<file path="config.mk">
export PLATFORM = sky130hd
export DESIGN_NAME = serial_adc_control
export DESIGN_NICKNAME = d
export VERILOG_FILES = /design/src/design/adc_ctrl_pkg.sv /design/src/design/serial_adc_control.sv /design/src/design/sar_engine.sv
export SDC_FILE = /design/constraint.sdc
export NUM_CORES = 1
export LEC_CHECK = 0
export BUFFER_PORTS_ARGS = -buffer_cell sky130_fd_sc_hd__buf_4
export CORE_MARGIN = 2
export CORE_UTILIZATION = 35
export CTS_CLUSTER_SIZE = 10
export DETAILED_ROUTE_END_ITERATION = 16
export GPL_TIMING_DRIVEN = 0
export HOLD_SLACK_MARGIN = 0.12
export PLACE_DENSITY_LB_ADDON = 0.05
export RECOVER_POWER = 25
export SLEW_MARGIN = 15
export SYNTH_ARGS = -nofsm -noshare
export SYNTH_HDL_FRONTEND = slang
export SYNTH_SLANG_ARGS = --single-unit
export TNS_END_PERCENT = 50
</file>
<file path="constraint.sdc">
create_clock -name clk -period 4.3 [get_ports clk]
set_input_delay 0.43 -clock clk [delete_from_list [all_inputs] [get_ports clk]]
set_output_delay 0.43 -clock clk [all_outputs]
set_load 0.005 [all_outputs]
</file>
<file path="src/design/adc_ctrl_pkg.sv">
/*
  Shared constants and types for the serial converter control block:
  control byte layout, reset values, conversion step counts and states.
  Assumes nothing of its surroundings.
*/
package adc_ctrl_pkg;

  // Control byte layout
  localparam int CTRL_BITS = 8;
  localparam int SEL_HI = 6;
  localparam int SEL_LO = 4;
  localparam int POL_BIT = 3;
  localparam int CFG_BIT = 2;
  localparam int PD_HI = 1;
  localparam int PD_LO = 0;
  // Select bits sit here once five bits are in
  localparam int EARLY_SEL_HI = 3;
  localparam int EARLY_SEL_LO = 1;
  localparam logic [7:0] CTRL_ALL_ONES = 8'hFF;

  // Bit counts on the serial clock
  localparam logic [3:0] BITS_TRACK = 4'h5;
  localparam logic [3:0] BITS_LAST = 4'h7;
  localparam logic [2:0] ACQ_CYCLES = 3'h3;
  localparam int SAR_STEPS = 12;

  // Rising edges counted from the hold edge
  localparam logic [4:0] CNT_STROBE = 5'h02;
  localparam logic [4:0] CNT_FIRST = 5'h03;
  localparam logic [4:0] CNT_LAST = 5'h0E;
  localparam logic [4:0] CNT_DONE = 5'h0F;
  localparam logic [4:0] CNT_START_OK = 5'h08;

  // Power modes
  localparam int PD_W = 2;
  localparam logic [1:0] PD_FULL = 2'h0;
  localparam logic [1:0] PD_FAST = 2'h1;
  localparam logic [1:0] PD_REDUCED = 2'h2;
  localparam logic [1:0] PD_NORMAL = 2'h3;

  // Reset values of the stored selections
  localparam logic [2:0] SEL_RESET = 3'h0;

  typedef enum logic [1:0] {
    CAP_HUNT = 2'b00,
    CAP_SHIFT = 2'b01,
    CAP_WAIT = 2'b10
  } cap_state_t;

  typedef enum logic {
    CV_IDLE = 1'b0,
    CV_RUN = 1'b1
  } conv_state_t;

endpackage : adc_ctrl_pkg

</file>
<file path="src/design/serial_adc_control.sv">
/*
  Control and serial interface of an eight-channel SAR converter: start
  bit hunt, control byte capture, track/hold timing, channel mux select,
  result framing with strobe, and power-mode decode.
  Assumes the serial pins come from another domain and are resampled on
  clk, which must run many times faster than the serial clock; the
  comparator verdict is an analog level and is resampled too.
*/
`timescale 1ns/1ps
`default_nettype none

module serial_adc_control #(
  parameter int STEPS = adc_ctrl_pkg::SAR_STEPS
) (
  // Clock and reset
  input wire logic clk,
  input wire logic resetn,
  // Serial pins
  input wire logic cs_n,
  input wire logic sclk,
  input wire logic din,
  output logic dout,
  output logic dout_oe,
  output logic conversion_strobe_out,
  output logic strobe_oe,
  // Analog front end
  input wire logic comparator_high,
  output logic [STEPS-1:0] dac_code,
  output logic track_enable,
  output logic [2:0] pos_channel,
  output logic [2:0] neg_channel,
  output logic neg_to_common_ref,
  // Mode status
  output logic polarity_select,
  output logic input_config_select,
  output logic [adc_ctrl_pkg::PD_W-1:0] power_mode,
  output logic full_power_down,
  output logic fast_power_down,
  output logic reduced_power,
  output logic converting
);
  import adc_ctrl_pkg::*;

  logic [2:0] sclk_sync;
  logic [1:0] cs_sync;
  logic [1:0] din_sync;
  logic [1:0] comp_sync;
  logic sclk_rise;
  logic sclk_fall;
  logic cs_low;
  logic din_s;
  logic comp_s;
  cap_state_t cap_state;
  logic [3:0] bit_cnt;
  logic [CTRL_BITS-1:0] shift_reg;
  conv_state_t conv_state;
  logic [4:0] conv_cnt;
  logic [4:0] conv_cnt_next;
  logic start_ok;
  logic track_evt;
  logic hold_evt;
  logic conv_end;
  logic sar_step;
  logic sar_busy;
  logic [2:0] sel_reg;
  logic [2:0] acq_cnt;
  logic oe_reg;

  // Channel mux decode: {common, negative, positive}
  function automatic logic [6:0] chan_map(input logic [2:0] sel,
                                          input logic single);
    logic [2:0] pos;
    pos = {sel[1:0], sel[2]};
    if (single) begin
      chan_map = {1'b1, pos, pos};
    end else begin
      chan_map = {1'b0, pos ^ 3'h1, pos};
    end
  endfunction : chan_map

  //////////////////////////////////////////////////////////////////////////
  // Resample the pins; logic reads the second stage, and the serial clock's third stage for edges
  always_ff @(posedge clk) begin
    if (!resetn) begin
      sclk_sync <= 3'h0;
      cs_sync <= 2'h3;
      din_sync <= 2'h0;
      comp_sync <= 2'h0;
    end else begin
      sclk_sync <= {sclk_sync[1:0], sclk};
      cs_sync <= {cs_sync[0], cs_n};
      din_sync <= {din_sync[0], din};
      comp_sync <= {comp_sync[0], comparator_high};
    end
  end

  // Serial clock edges and settled pin levels
  assign sclk_rise = sclk_sync[1] & ~sclk_sync[2];
  assign sclk_fall = ~sclk_sync[1] & sclk_sync[2];
  assign cs_low = ~cs_sync[1];
  assign din_s = din_sync[1];
  assign comp_s = comp_sync[1];

  //////////////////////////////////////////////////////////////////////////
  // Events derived from the capture and conversion state
  assign conv_cnt_next = conv_cnt + 5'h01;
  // A new start bit is accepted once the running result is far enough out
  assign start_ok = (conv_state == CV_IDLE) ||
                    (conv_cnt >= CNT_START_OK);
  assign track_evt = sclk_fall && cs_low && cap_state == CAP_SHIFT &&
                     bit_cnt == BITS_TRACK;
  // Only a completed control byte ever starts a conversion
  assign hold_evt = sclk_fall && cs_low && cap_state == CAP_WAIT;
  assign sar_step = conv_state == CV_RUN && sclk_rise &&
                    conv_cnt_next >= CNT_FIRST &&
                    conv_cnt_next <= CNT_LAST;
  assign conv_end = conv_state == CV_RUN && sclk_rise &&
                    conv_cnt_next == CNT_DONE;

  //////////////////////////////////////////////////////////////////////////
  // Start bit hunt and control byte shift
  always_ff @(posedge clk) begin
    if (!resetn) begin
      cap_state <= CAP_HUNT;
      bit_cnt <= 4'h0;
      shift_reg <= '0;
    end else if (!cs_low) begin
      cap_state <= CAP_HUNT;
      bit_cnt <= 4'h0;
    end else begin
      case (cap_state)
        CAP_HUNT: begin
          // Zeros before the start bit leave no trace
          if (sclk_rise && din_s && start_ok) begin
            shift_reg <= {shift_reg[CTRL_BITS-2:0], din_s};
            bit_cnt <= 4'h1;
            cap_state <= CAP_SHIFT;
          end
        end
        CAP_SHIFT: begin
          if (sclk_rise) begin
            shift_reg <= {shift_reg[CTRL_BITS-2:0], din_s};
            bit_cnt <= bit_cnt + 4'h1;
            if (bit_cnt == BITS_LAST) begin
              cap_state <= CAP_WAIT;
            end
          end
        end
        CAP_WAIT: begin
          if (sclk_fall) begin
            cap_state <= CAP_HUNT;
          end
        end
        default: begin
          cap_state <= CAP_HUNT;
        end
      endcase
    end
  end

  //////////////////////////////////////////////////////////////////////////
  // Selections: channel early at track start, the rest at hold
  always_ff @(posedge clk) begin
    if (!resetn) begin
      sel_reg <= SEL_RESET;
      polarity_select <= 1'b1;
      input_config_select <= 1'b1;
      power_mode <= PD_NORMAL;
    end else if (hold_evt) begin
      sel_reg <= shift_reg[SEL_HI:SEL_LO];
      polarity_select <= shift_reg[POL_BIT];
      input_config_select <= shift_reg[CFG_BIT];
      power_mode <= shift_reg[PD_HI:PD_LO];
    end else if (track_evt) begin
      sel_reg <= shift_reg[EARLY_SEL_HI:EARLY_SEL_LO];
    end
  end

  // Mux select lines toward the analog front end
  always_ff @(posedge clk) begin
    if (!resetn) begin
      pos_channel <= 3'h0;
      neg_channel <= 3'h0;
      neg_to_common_ref <= 1'b1;
    end else begin
      {neg_to_common_ref, neg_channel, pos_channel} <=
        chan_map(sel_reg, input_config_select);
    end
  end

  //////////////////////////////////////////////////////////////////////////
  // Track/hold switch
  always_ff @(posedge clk) begin
    if (!resetn) begin
      track_enable <= 1'b1;
    end else if (hold_evt) begin
      track_enable <= 1'b0;
    end else if (track_evt || conv_end) begin
      track_enable <= 1'b1;
    end
  end

  // Serial clock rises seen during acquisition, for checking only
  always_ff @(posedge clk) begin
    if (!resetn) begin
      acq_cnt <= 3'h0;
    end else if (track_evt) begin
      acq_cnt <= 3'h0;
    end else if (sclk_rise && cap_state != CAP_HUNT && acq_cnt != 3'h7) begin
      acq_cnt <= acq_cnt + 3'h1;
    end
  end

  //////////////////////////////////////////////////////////////////////////
  // Conversion sequence, strobe and result framing
  always_ff @(posedge clk) begin
    if (!resetn) begin
      conv_state <= CV_IDLE;
      conv_cnt <= 5'h00;
      conversion_strobe_out <= 1'b0;
      dout <= 1'b0;
    end else if (hold_evt) begin
      conv_state <= CV_RUN;
      conv_cnt <= 5'h00;
      conversion_strobe_out <= 1'b0;
      dout <= 1'b0;
    end else if (conv_state == CV_RUN && sclk_rise) begin
      conv_cnt <= conv_cnt_next;
      conversion_strobe_out <= conv_cnt_next == CNT_STROBE;
      if (sar_step) begin
        // Bipolar flips the MSB to give two's complement
        dout <= comp_s ^ (conv_cnt_next == CNT_FIRST &&
                          !polarity_select);
      end else begin
        dout <= 1'b0;
      end
      if (conv_end) begin
        conv_state <= CV_IDLE;
      end
    end
  end

  // Pin drivers follow chip select
  always_ff @(posedge clk) begin
    if (!resetn) begin
      oe_reg <= 1'b0;
    end else begin
      oe_reg <= cs_low;
    end
  end

  assign dout_oe = oe_reg;
  assign strobe_oe = oe_reg;

  //////////////////////////////////////////////////////////////////////////
  // Power-down only between conversions; serial access wakes the part
  always_ff @(posedge clk) begin
    if (!resetn) begin
      full_power_down <= 1'b0;
      fast_power_down <= 1'b0;
      reduced_power <= 1'b0;
      converting <= 1'b0;
    end else begin
      full_power_down <= power_mode == PD_FULL && conv_state == CV_IDLE &&
                         cap_state == CAP_HUNT;
      fast_power_down <= power_mode == PD_FAST && conv_state == CV_IDLE &&
                         cap_state == CAP_HUNT;
      reduced_power <= power_mode == PD_REDUCED;
      converting <= conv_state == CV_RUN;
    end
  end

  //////////////////////////////////////////////////////////////////////////
  // SAR register
  sar_engine #(
    .STEPS(STEPS)
  ) u_sar (
    .clk(clk),
    .resetn(resetn),
    .start(hold_evt),
    .step(sar_step),
    .keep(comp_s),
    .dac_code(dac_code),
    .busy(sar_busy)
  );
endmodule : serial_adc_control

`default_nettype wire

</file>
<file path="src/design/sar_engine.sv">
/*
  Successive-approximation register: sets one trial bit per step, keeps
  or drops it on the comparator verdict, walks from MSB to the last step.
  Assumes start and step are single-cycle pulses on clk.
*/
`timescale 1ns/1ps
`default_nettype none

module sar_engine #(
  parameter int STEPS = adc_ctrl_pkg::SAR_STEPS
) (
  // Clock and reset
  input wire logic clk,
  input wire logic resetn,
  // Control
  input wire logic start,
  input wire logic step,
  input wire logic keep,
  // Trial code and status
  output logic [STEPS-1:0] dac_code,
  output logic busy
);
  import adc_ctrl_pkg::*;

  localparam logic [STEPS-1:0] MSB_ONLY = {1'b1, {(STEPS-1){1'b0}}};
  localparam logic [$clog2(STEPS)-1:0] IDX_TOP = STEPS[$clog2(STEPS)-1:0] - 1'b1;

  logic [$clog2(STEPS)-1:0] idx_reg;

  //////////////////////////////////////////////////////////////////////////
  // Bit decisions on the held sample
  always_ff @(posedge clk) begin
    if (!resetn) begin
      dac_code <= '0;
      idx_reg <= '0;
      busy <= 1'b0;
    end else if (start) begin
      dac_code <= MSB_ONLY;
      idx_reg <= IDX_TOP;
      busy <= 1'b1;
    end else if (step && busy) begin
      if (!keep) begin
        dac_code[idx_reg] <= 1'b0;
      end
      if (idx_reg != '0) begin
        dac_code[idx_reg - 1'b1] <= 1'b1;
        idx_reg <= idx_reg - 1'b1;
      end else begin
        busy <= 1'b0;
      end
    end
  end
endmodule : sar_engine

`default_nettype wire

</file>
==> out/summary.txt, run 1 <==
Status: complete, no violations
Largest net degree at the start of global routing: 14
Internal power: 1.01 mW
PD cells: 365 nW/um2
Post-synthesis cell area: 2860 um2
Share of layout cells above drive strength 1: 19.0%
Leakage: 1.32 nW
Final Setup Violations: 0
Row cnt: 32
Number of synthesized flops with an enable pin: 0
Post-Syn Nets: 327
Htree depth: 3
Max Clk Rate: 0.400 GHz
Most frequent CP cell: clkbuf_1
Starting density of the core: 36.6%
Number of synthesized register bits: 65
Min-delay worst type: input pin to register
Global-route wire length before repair: 11,400 um
Clock Pin Slew Worst Setup and Hold Paths: 0.08 ns
DRT antenna net count: 0
Synth-to-layout area growth: 22.7%
CP max stage cell: nor2_1
VDD IR max: 0.000205 V
CTS sink cnt: 65
Setup bufs post-CTS: 0
Wirelength, routed: 6690 um
Routed wl met3: 272 um
Final TNS setup: 0 ns
Total grt overflow: 0
Max reg flops: 12
DR iter-0 viols: 75
Die height: 94.3 um
Final Util: 44.9%
Min Clock Period, post-route: 2.50 ns
Overall power: 1.28 mW
Setup Skew: 0.0127 ns
Root Driver: clkbuf_8
Worst r2r path cells: 8
Startpoint types: register
Crit path capture: u_sar.dac_code[8]
Vias per cell: 4.99
Critical path arrival: 2.74 ns
# nets final: 375
Critical Path Sink Type: register
Type of the worst setup path: register to register
Most frequent cells in the layout: dfxtp_1 (65), buf_4 (33), nand2_1 (31), nor2_1 (30), nand3_1 (17)
R2r setup slk: 1.80 ns
Slew HR: 61.9%
Instance count on the critical path: 8
Initial antenna violation count: 0
Filler Cell Count: 792
Worst setup startpoint: cap_state[0]
Sw Ratio: 21.3%
Final WS setup: 1.80 ns
CTS hold repair buffers: 0
Reg2reg end: u_sar.dac_code[8]
Post-DP HPWL: 4760 um
CP cell instances: clkbuf_1, nor2b_1, and2_1, clkbuf_1, nor2_1, clkbuf_1, o311ai_1, o41ai_1
Syn_area_per_cell: 9.07 um2
Drt drc: 0
CTS max path bufs: 2
Sequential share of power: 47.6%
Dpl ws: 2.01 ns
Ports: 38
GRT Total Usage: 16.5%
CP bufs+invs: 3
Worst EP required: 4.53 ns
N_diodes: 0
Worst hold slack: 0.264 ns
Comb pwr share: 2.3%
WL met2: 3200 um
Cts bufs inserted: 9
Final cycle utilization of the critical path: 58.2%
Critical Path Max Stage Delay: 0.49 ns
Tightest Pin Transition: 0.570 ns
Core area: 7810 um2
Hold Fails Final Rpt: 0
First-pass iteration count of the detailed router: 4
Wire length per cell: 14.2 um
Top layer in use: met4
Most common cell after layout, fill and taps aside: dfxtp_1
Vias in the first global route: 2,277
RSZ-0062 raised after global routing: false
Part of the power in the clock network: 50.2%
Horiz. Die Dim: 94.3 um
Max-slew violations: 0
Top delay family on crit path: buffers and inverters
Syn. warnings: 0
Vias: 2,346
Post-route met1 wirelength: 3150 um
Worst r2r src: cap_state[0]
CTS resizes: 0
Die ar.: 8900 um2
Max-cap violations: 0
Sw power: 0.273 mW
Post-synth cell types: 57
Main synth FF type: dfxtp_1
GP Congestion: 0.799
Cells after synthesis: 315
Seq/Total Area, Yosys: 45.6%
IO buf count: 37
Crit path max fanout: 10
Ys async rst share: 0%
Later-pin clock latency in the skew report: 0.34 ns
CTS tree: built
synthesized netlist by cell type, drive strengths merged (4+ instances only):
cell type   n  share of area (%)
dfxtp      65                 46
nand2      31                4.1
nor2       31                4.2
nand3      17                3.0
and2       16                3.6
a21oi      14                2.5
clkbuf     12                1.6
o21ai      12                2.6
buf        10                2.4
mux2i       8                2.8
inv         7               0.92
nand2b      7                1.5
o311ai      7                2.8
ha          6                2.6
nand4       6                1.8
o31ai       6                1.6
nor2b       5                1.1
a31oi       4                1.1
o41ai       4                1.2
xnor2       4                1.5
xor2        4                1.2
kinds of logic after synthesis:
logic type / share of synthesized area [%]
buf+inv: 4.91
flops: 45.6
fa+ha+maj: 2.63
compound gates: 16.0
mux: 2.80
simple gates: 25.4
xor+xnor: 2.72
power groups by stage:
stage	clock network, mW	registers [mW]	logic, mW
final	0.642	0.609	0.0289
after global routing	0.689	0.610	0.0327
after CTS	0.662	0.609	0.0300
after detailed placement	0	0.623	0.0299
after global placement	0	0.624	0.0297
after floorplan	0	0.623	0.0163
routing by layer:
| metal | vias up | GRT usage (%) |
|---|---|---|
| li1 | 1211 | - |
| met1 | 1087 | 20.9 |
| met2 | 42 | 26.5 |
| met3 | 6 | 5.75 |
| met4 | 0 | 4.71 |
| met5 | - | 0 |
per-stage QoR:
stage | area (um2) | instances
after floorplan | 2860 | 315
after global placement | 3260 | 454
after detailed placement | 3260 | 454
after CTS | 3510 | 470
after global routing | 3500 | 470
final | 3500 | 470
worst min path at each step:
stage	endpoint	cells after the start	from	slack, ns
2_1_floorplan	cs_sync[1]	1	cs_sync[0]	0.39
3_3_place_gp	cs_sync[1]	1	cs_sync[0]	0.39
3_5_place_dp	cs_sync[1]	1	cs_sync[0]	0.39
4_1_cts	cs_sync[0]	2	cs_n	0.25
5_1_grt	cs_sync[0]	2	cs_n	0.26
6_report	cs_sync[0]	2	cs_n	0.26
final cells by class:
| class | instances | area (um2) | share of cell area, % |
|---|---|---|---|
| sequential | 65 | 1300 | 37.1 |
| timing repair buffer | 37 | 274 | 7.82 |
| inverter | 7 | 26.3 | 0.750 |
| multi-input combinational | 221 | 1420 | 40.4 |
| clock inverter | 7 | 124 | 3.53 |
| buffer | 22 | 113 | 3.21 |
| tap | 102 | 128 | 3.64 |
| clock buffer | 9 | 124 | 3.53 |
Power figures use the tool's default switching activity.
==> run 2, diff against run 1 <==
- ABC_AREA: default -> 1
- clock period: 4.3 -> 2.45 ns (I/O delays scaled with it)
==> run 2 against run 1 <==
Net effect: core utilization decreased by 0.36 points; synthesized area rose by 3.9%; wire length decreased by 1.5%; largest power group unchanged.
==> out/summary.txt, run 2 <==
Vias per cell: 4.66 (was 4.99)
Initial antenna violation count: 0 (unchanged)
Row cnt: 33 (was 32)
Leakage: 1.69 nW (was 1.32 nW)
Worst r2r path cells: 9 (was 8)
Type of the worst setup path: register to register (unchanged)
CP cell instances: inv_1, ha_1, a21oi_1, nand3_2, nand3_4, inv_4, buf_12, nand2_2, a21oi_2 (was clkbuf_1, nor2b_1, and2_1, clkbuf_1, nor2_1, clkbuf_1, o311ai_1, o41ai_1)
Most common cell after layout, fill and taps aside: nand2_1 (was dfxtp_1)
First-pass iteration count of the detailed router: 4 (unchanged)
Post-DP HPWL: 4990 um (was 4760 um)
Tightest Pin Transition: 0.496 ns (was 0.570 ns)
Post-synth cell types: 35 (was 57)
Die height: 96.1 um (was 94.3 um)
Startpoint types: register (unchanged)
IO buf count: 37 (unchanged)
Final Util: 44.5% (was 44.9%)
Final WS setup: 0.512 ns (was 1.80 ns)
Syn_area_per_cell: 7.59 um2 (was 9.07 um2)
Wirelength, routed: 6590 um (was 6690 um)
Max-slew violations: 0 (unchanged)
Synth top cells by count: nand2_1 (95), dfxtp_1 (65), inv_1 (54), nor2_1 (25) (was dfxtp_1 (65), nand2_1 (31), nor2_1 (30), nand3_1 (17), and2_1 (15))
Max-cap violations: 0 (unchanged)
Global-route wire length before repair: 11,500 um (was 11,400 um)
GRT Total Usage: 16.2% (was 16.5%)
GR Util met1: 19.5% (was 20.9%)
Later-pin clock latency in the skew report: 0.34 ns (about the same)
Min Clock Period, post-route: 1.94 ns (was 2.50 ns)
CTS resizes: 0 (unchanged)
Cts bufs inserted: 9 (unchanged)
Setup bufs post-CTS: 0 (unchanged)
Share of layout cells above drive strength 1: 23.0% (was 19.0%)
Htree depth: 3 (unchanged)
# nets final: 455 (was 375)
PD cells: 611 nW/um2 (was 365 nW/um2)
Crit path max fanout: 10 (unchanged)
Vias in the first global route: 2,461 (was 2,277)
CTS hold repair buffers: 4 (was 0)
Hold Fails Final Rpt: 0 (unchanged)
Post-Layout Cell Count: 553 (was 470)
VDD IR max: 0.000258 V (was 0.000205 V)
Number of synthesized register bits: 65 (unchanged)
Worst EP required: 2.67 ns (was 4.53 ns)
Horiz. Die Dim: 96.1 um (was 94.3 um)
CP max stage cell: dfxtp_1 (was nor2_1)
Max Clk Rate: 0.516 GHz (was 0.400 GHz)
Vias: 2,576 (was 2,346)
Ys async rst share: 0% (unchanged)
Overall power: 2.24 mW (was 1.28 mW)
RSZ-0062 raised after global routing: false (unchanged)
Core area: 8220 um2 (was 7810 um2)
Dpl cells: 533 (was 454)
Setup Skew: 0.0102 ns (was 0.0127 ns)
Worst hold stages: 3 (was 2)
Final cycle utilization of the critical path: 79.1% (was 58.2%)
DRT antenna net count: 0 (unchanged)
GP Congestion: 0.750 (was 0.799)
Area share of the largest cell type after synthesis: 43.9% (was 45.6%)
GRT met3 Usage: 3.13% (was 5.75%)
Post-Syn Nets: 403 (was 327)
Ports: 38 (unchanged)
Number of synthesized flops with an enable pin: 0 (unchanged)
Largest net degree at the start of global routing: 13 (was 14)
Count leader, synth: nand2_1 (was dfxtp_1)
Wire length per cell: 11.9 um (was 14.2 um)
Met2 usage: 27.7% (was 26.5%)
Critical Path Sink Type: register (unchanged)
DR iter-0 viols: 89 (was 75)
Die ar.: 9230 um2 (was 8900 um2)
Synth-to-layout area growth: 23.3% (was 22.7%)
Total grt overflow: 0 (unchanged)
Root Driver: clkbuf_8 (unchanged)
Seq/Total Area, Yosys: 43.9% (was 45.6%)
CTS max path bufs: 2 (unchanged)
Clock Pin Slew Worst Setup and Hold Paths: 0.08 ns (about the same)
Cells after synthesis: 391 (was 315)
Most frequent cells in the layout: nand2_1 (95), dfxtp_1 (65), inv_1 (54), buf_4 (26), nor2_1 (25) (was dfxtp_1 (65), buf_4 (33), nand2_1 (31), nor2_1 (30), nand3_1 (17))
Starting density of the core: 36.1% (was 36.6%)
Drt drc: 0 (unchanged)
Max reg flops: 12 (unchanged)
Syn. warnings: 0 (unchanged)
Dpl ws: 0.528 ns (was 2.01 ns)
Final TNS setup: 0 ns (unchanged)
Cell accounting for the most synthesized area: dfxtp_1 (unchanged)
Critical path arrival: 2.16 ns (was 2.74 ns)
Slew HR: 67.0% (was 61.9%)
GR peak layer: met2 (unchanged)
CTS sink cnt: 65 (unchanged)
Critical Path Max Stage Delay: 0.48 ns (was 0.49 ns)
Area contributors post-synth: dfxtp_1 (44%), nand2_1 (12%), inv_1 (6.8%), a21oi_1 (3.9%), o21ai_0 (3.9%) (was dfxtp_1 (46%), nand2_1 (4.1%), nor2_1 (3.9%), and2_1 (3.3%), nand3_1 (3.0%))
CTS tree: built (unchanged)
N_diodes: 0 (unchanged)
Min-delay worst type: input pin to register (unchanged)
Status: complete, no violations (unchanged)
Main synth FF type: dfxtp_1 (unchanged)
Post-synthesis cell area: 2970 um2 (was 2860 um2)
R2r setup slk: 0.51 ns (was 1.80 ns)
Final Setup Violations: 0 (unchanged)
-- run 2: area by class of cell --
cell class	count	area, um2
buffer	14	101
clock buffer	9	124
clock inverter	7	119
fill	855	4560
inverter	60	233
multi-input combinational	252	1330
sequential	65	1300
tap	105	131
timing repair buffer	41	318
-- run 2: worst paths after layout --
check                                 start                 to
worst min-delay path                 resetn         cs_sync[1]
worst max register to register  conv_cnt[0]  u_sar.dac_code[1]
worst min register to register  din_sync[0]        din_sync[1]
worst max-delay path            conv_cnt[0]  u_sar.dac_code[1]
-- run 2: worst max-delay path: cells and delay by family (launching register included) --
family / cells / cell delay, ns
and+or+nand+nor: 3 / 0.41
AOI/OAI and AO/OA: 2 / 0.22
adders and majority gates: 1 / 0.35
DFF: 1 / 0.48
buffers and inverters: 3 / 0.34
-- run 2: cells by family (layout without fill, tap and decap cells) --
group | after synthesis | in the layout | share of synthesized area (%)
and+or+nand+nor | 174 | 174 | 27.2
buffers and inverters | 74 | 131 | 11.3
AOI/OAI and AO/OA | 71 | 71 | 14.6
DFF | 65 | 65 | 43.9
adders and majority gates | 6 | 6 | 2.53
xor gates and xnor gates | 1 | 1 | 0.548
-- run 2: metrics by stage --
stage,instance area (um2),hold slack (ns)
5_1_grt,3660,0.384
3_5_place_dp,3380,0.402
3_3_place_gp,3380,0.394
6_report,3660,0.360
2_1_floorplan,2970,0.343
4_1_cts,3660,0.337
-- run 2: routing by layer --
layer,part of all wire (%),vias up
met4,1.2,0
met1,46,1182
met2,50,38
met3,2.9,7
met5,0,-
li1,-,1349
-- run 2: power by group --
part	internal (mW)	switching (mW)	total [mW]
logic	0.0187	0.0327	0.0514
registers	1.06	0.00488	1.07
clock network	0.675	0.441	1.12
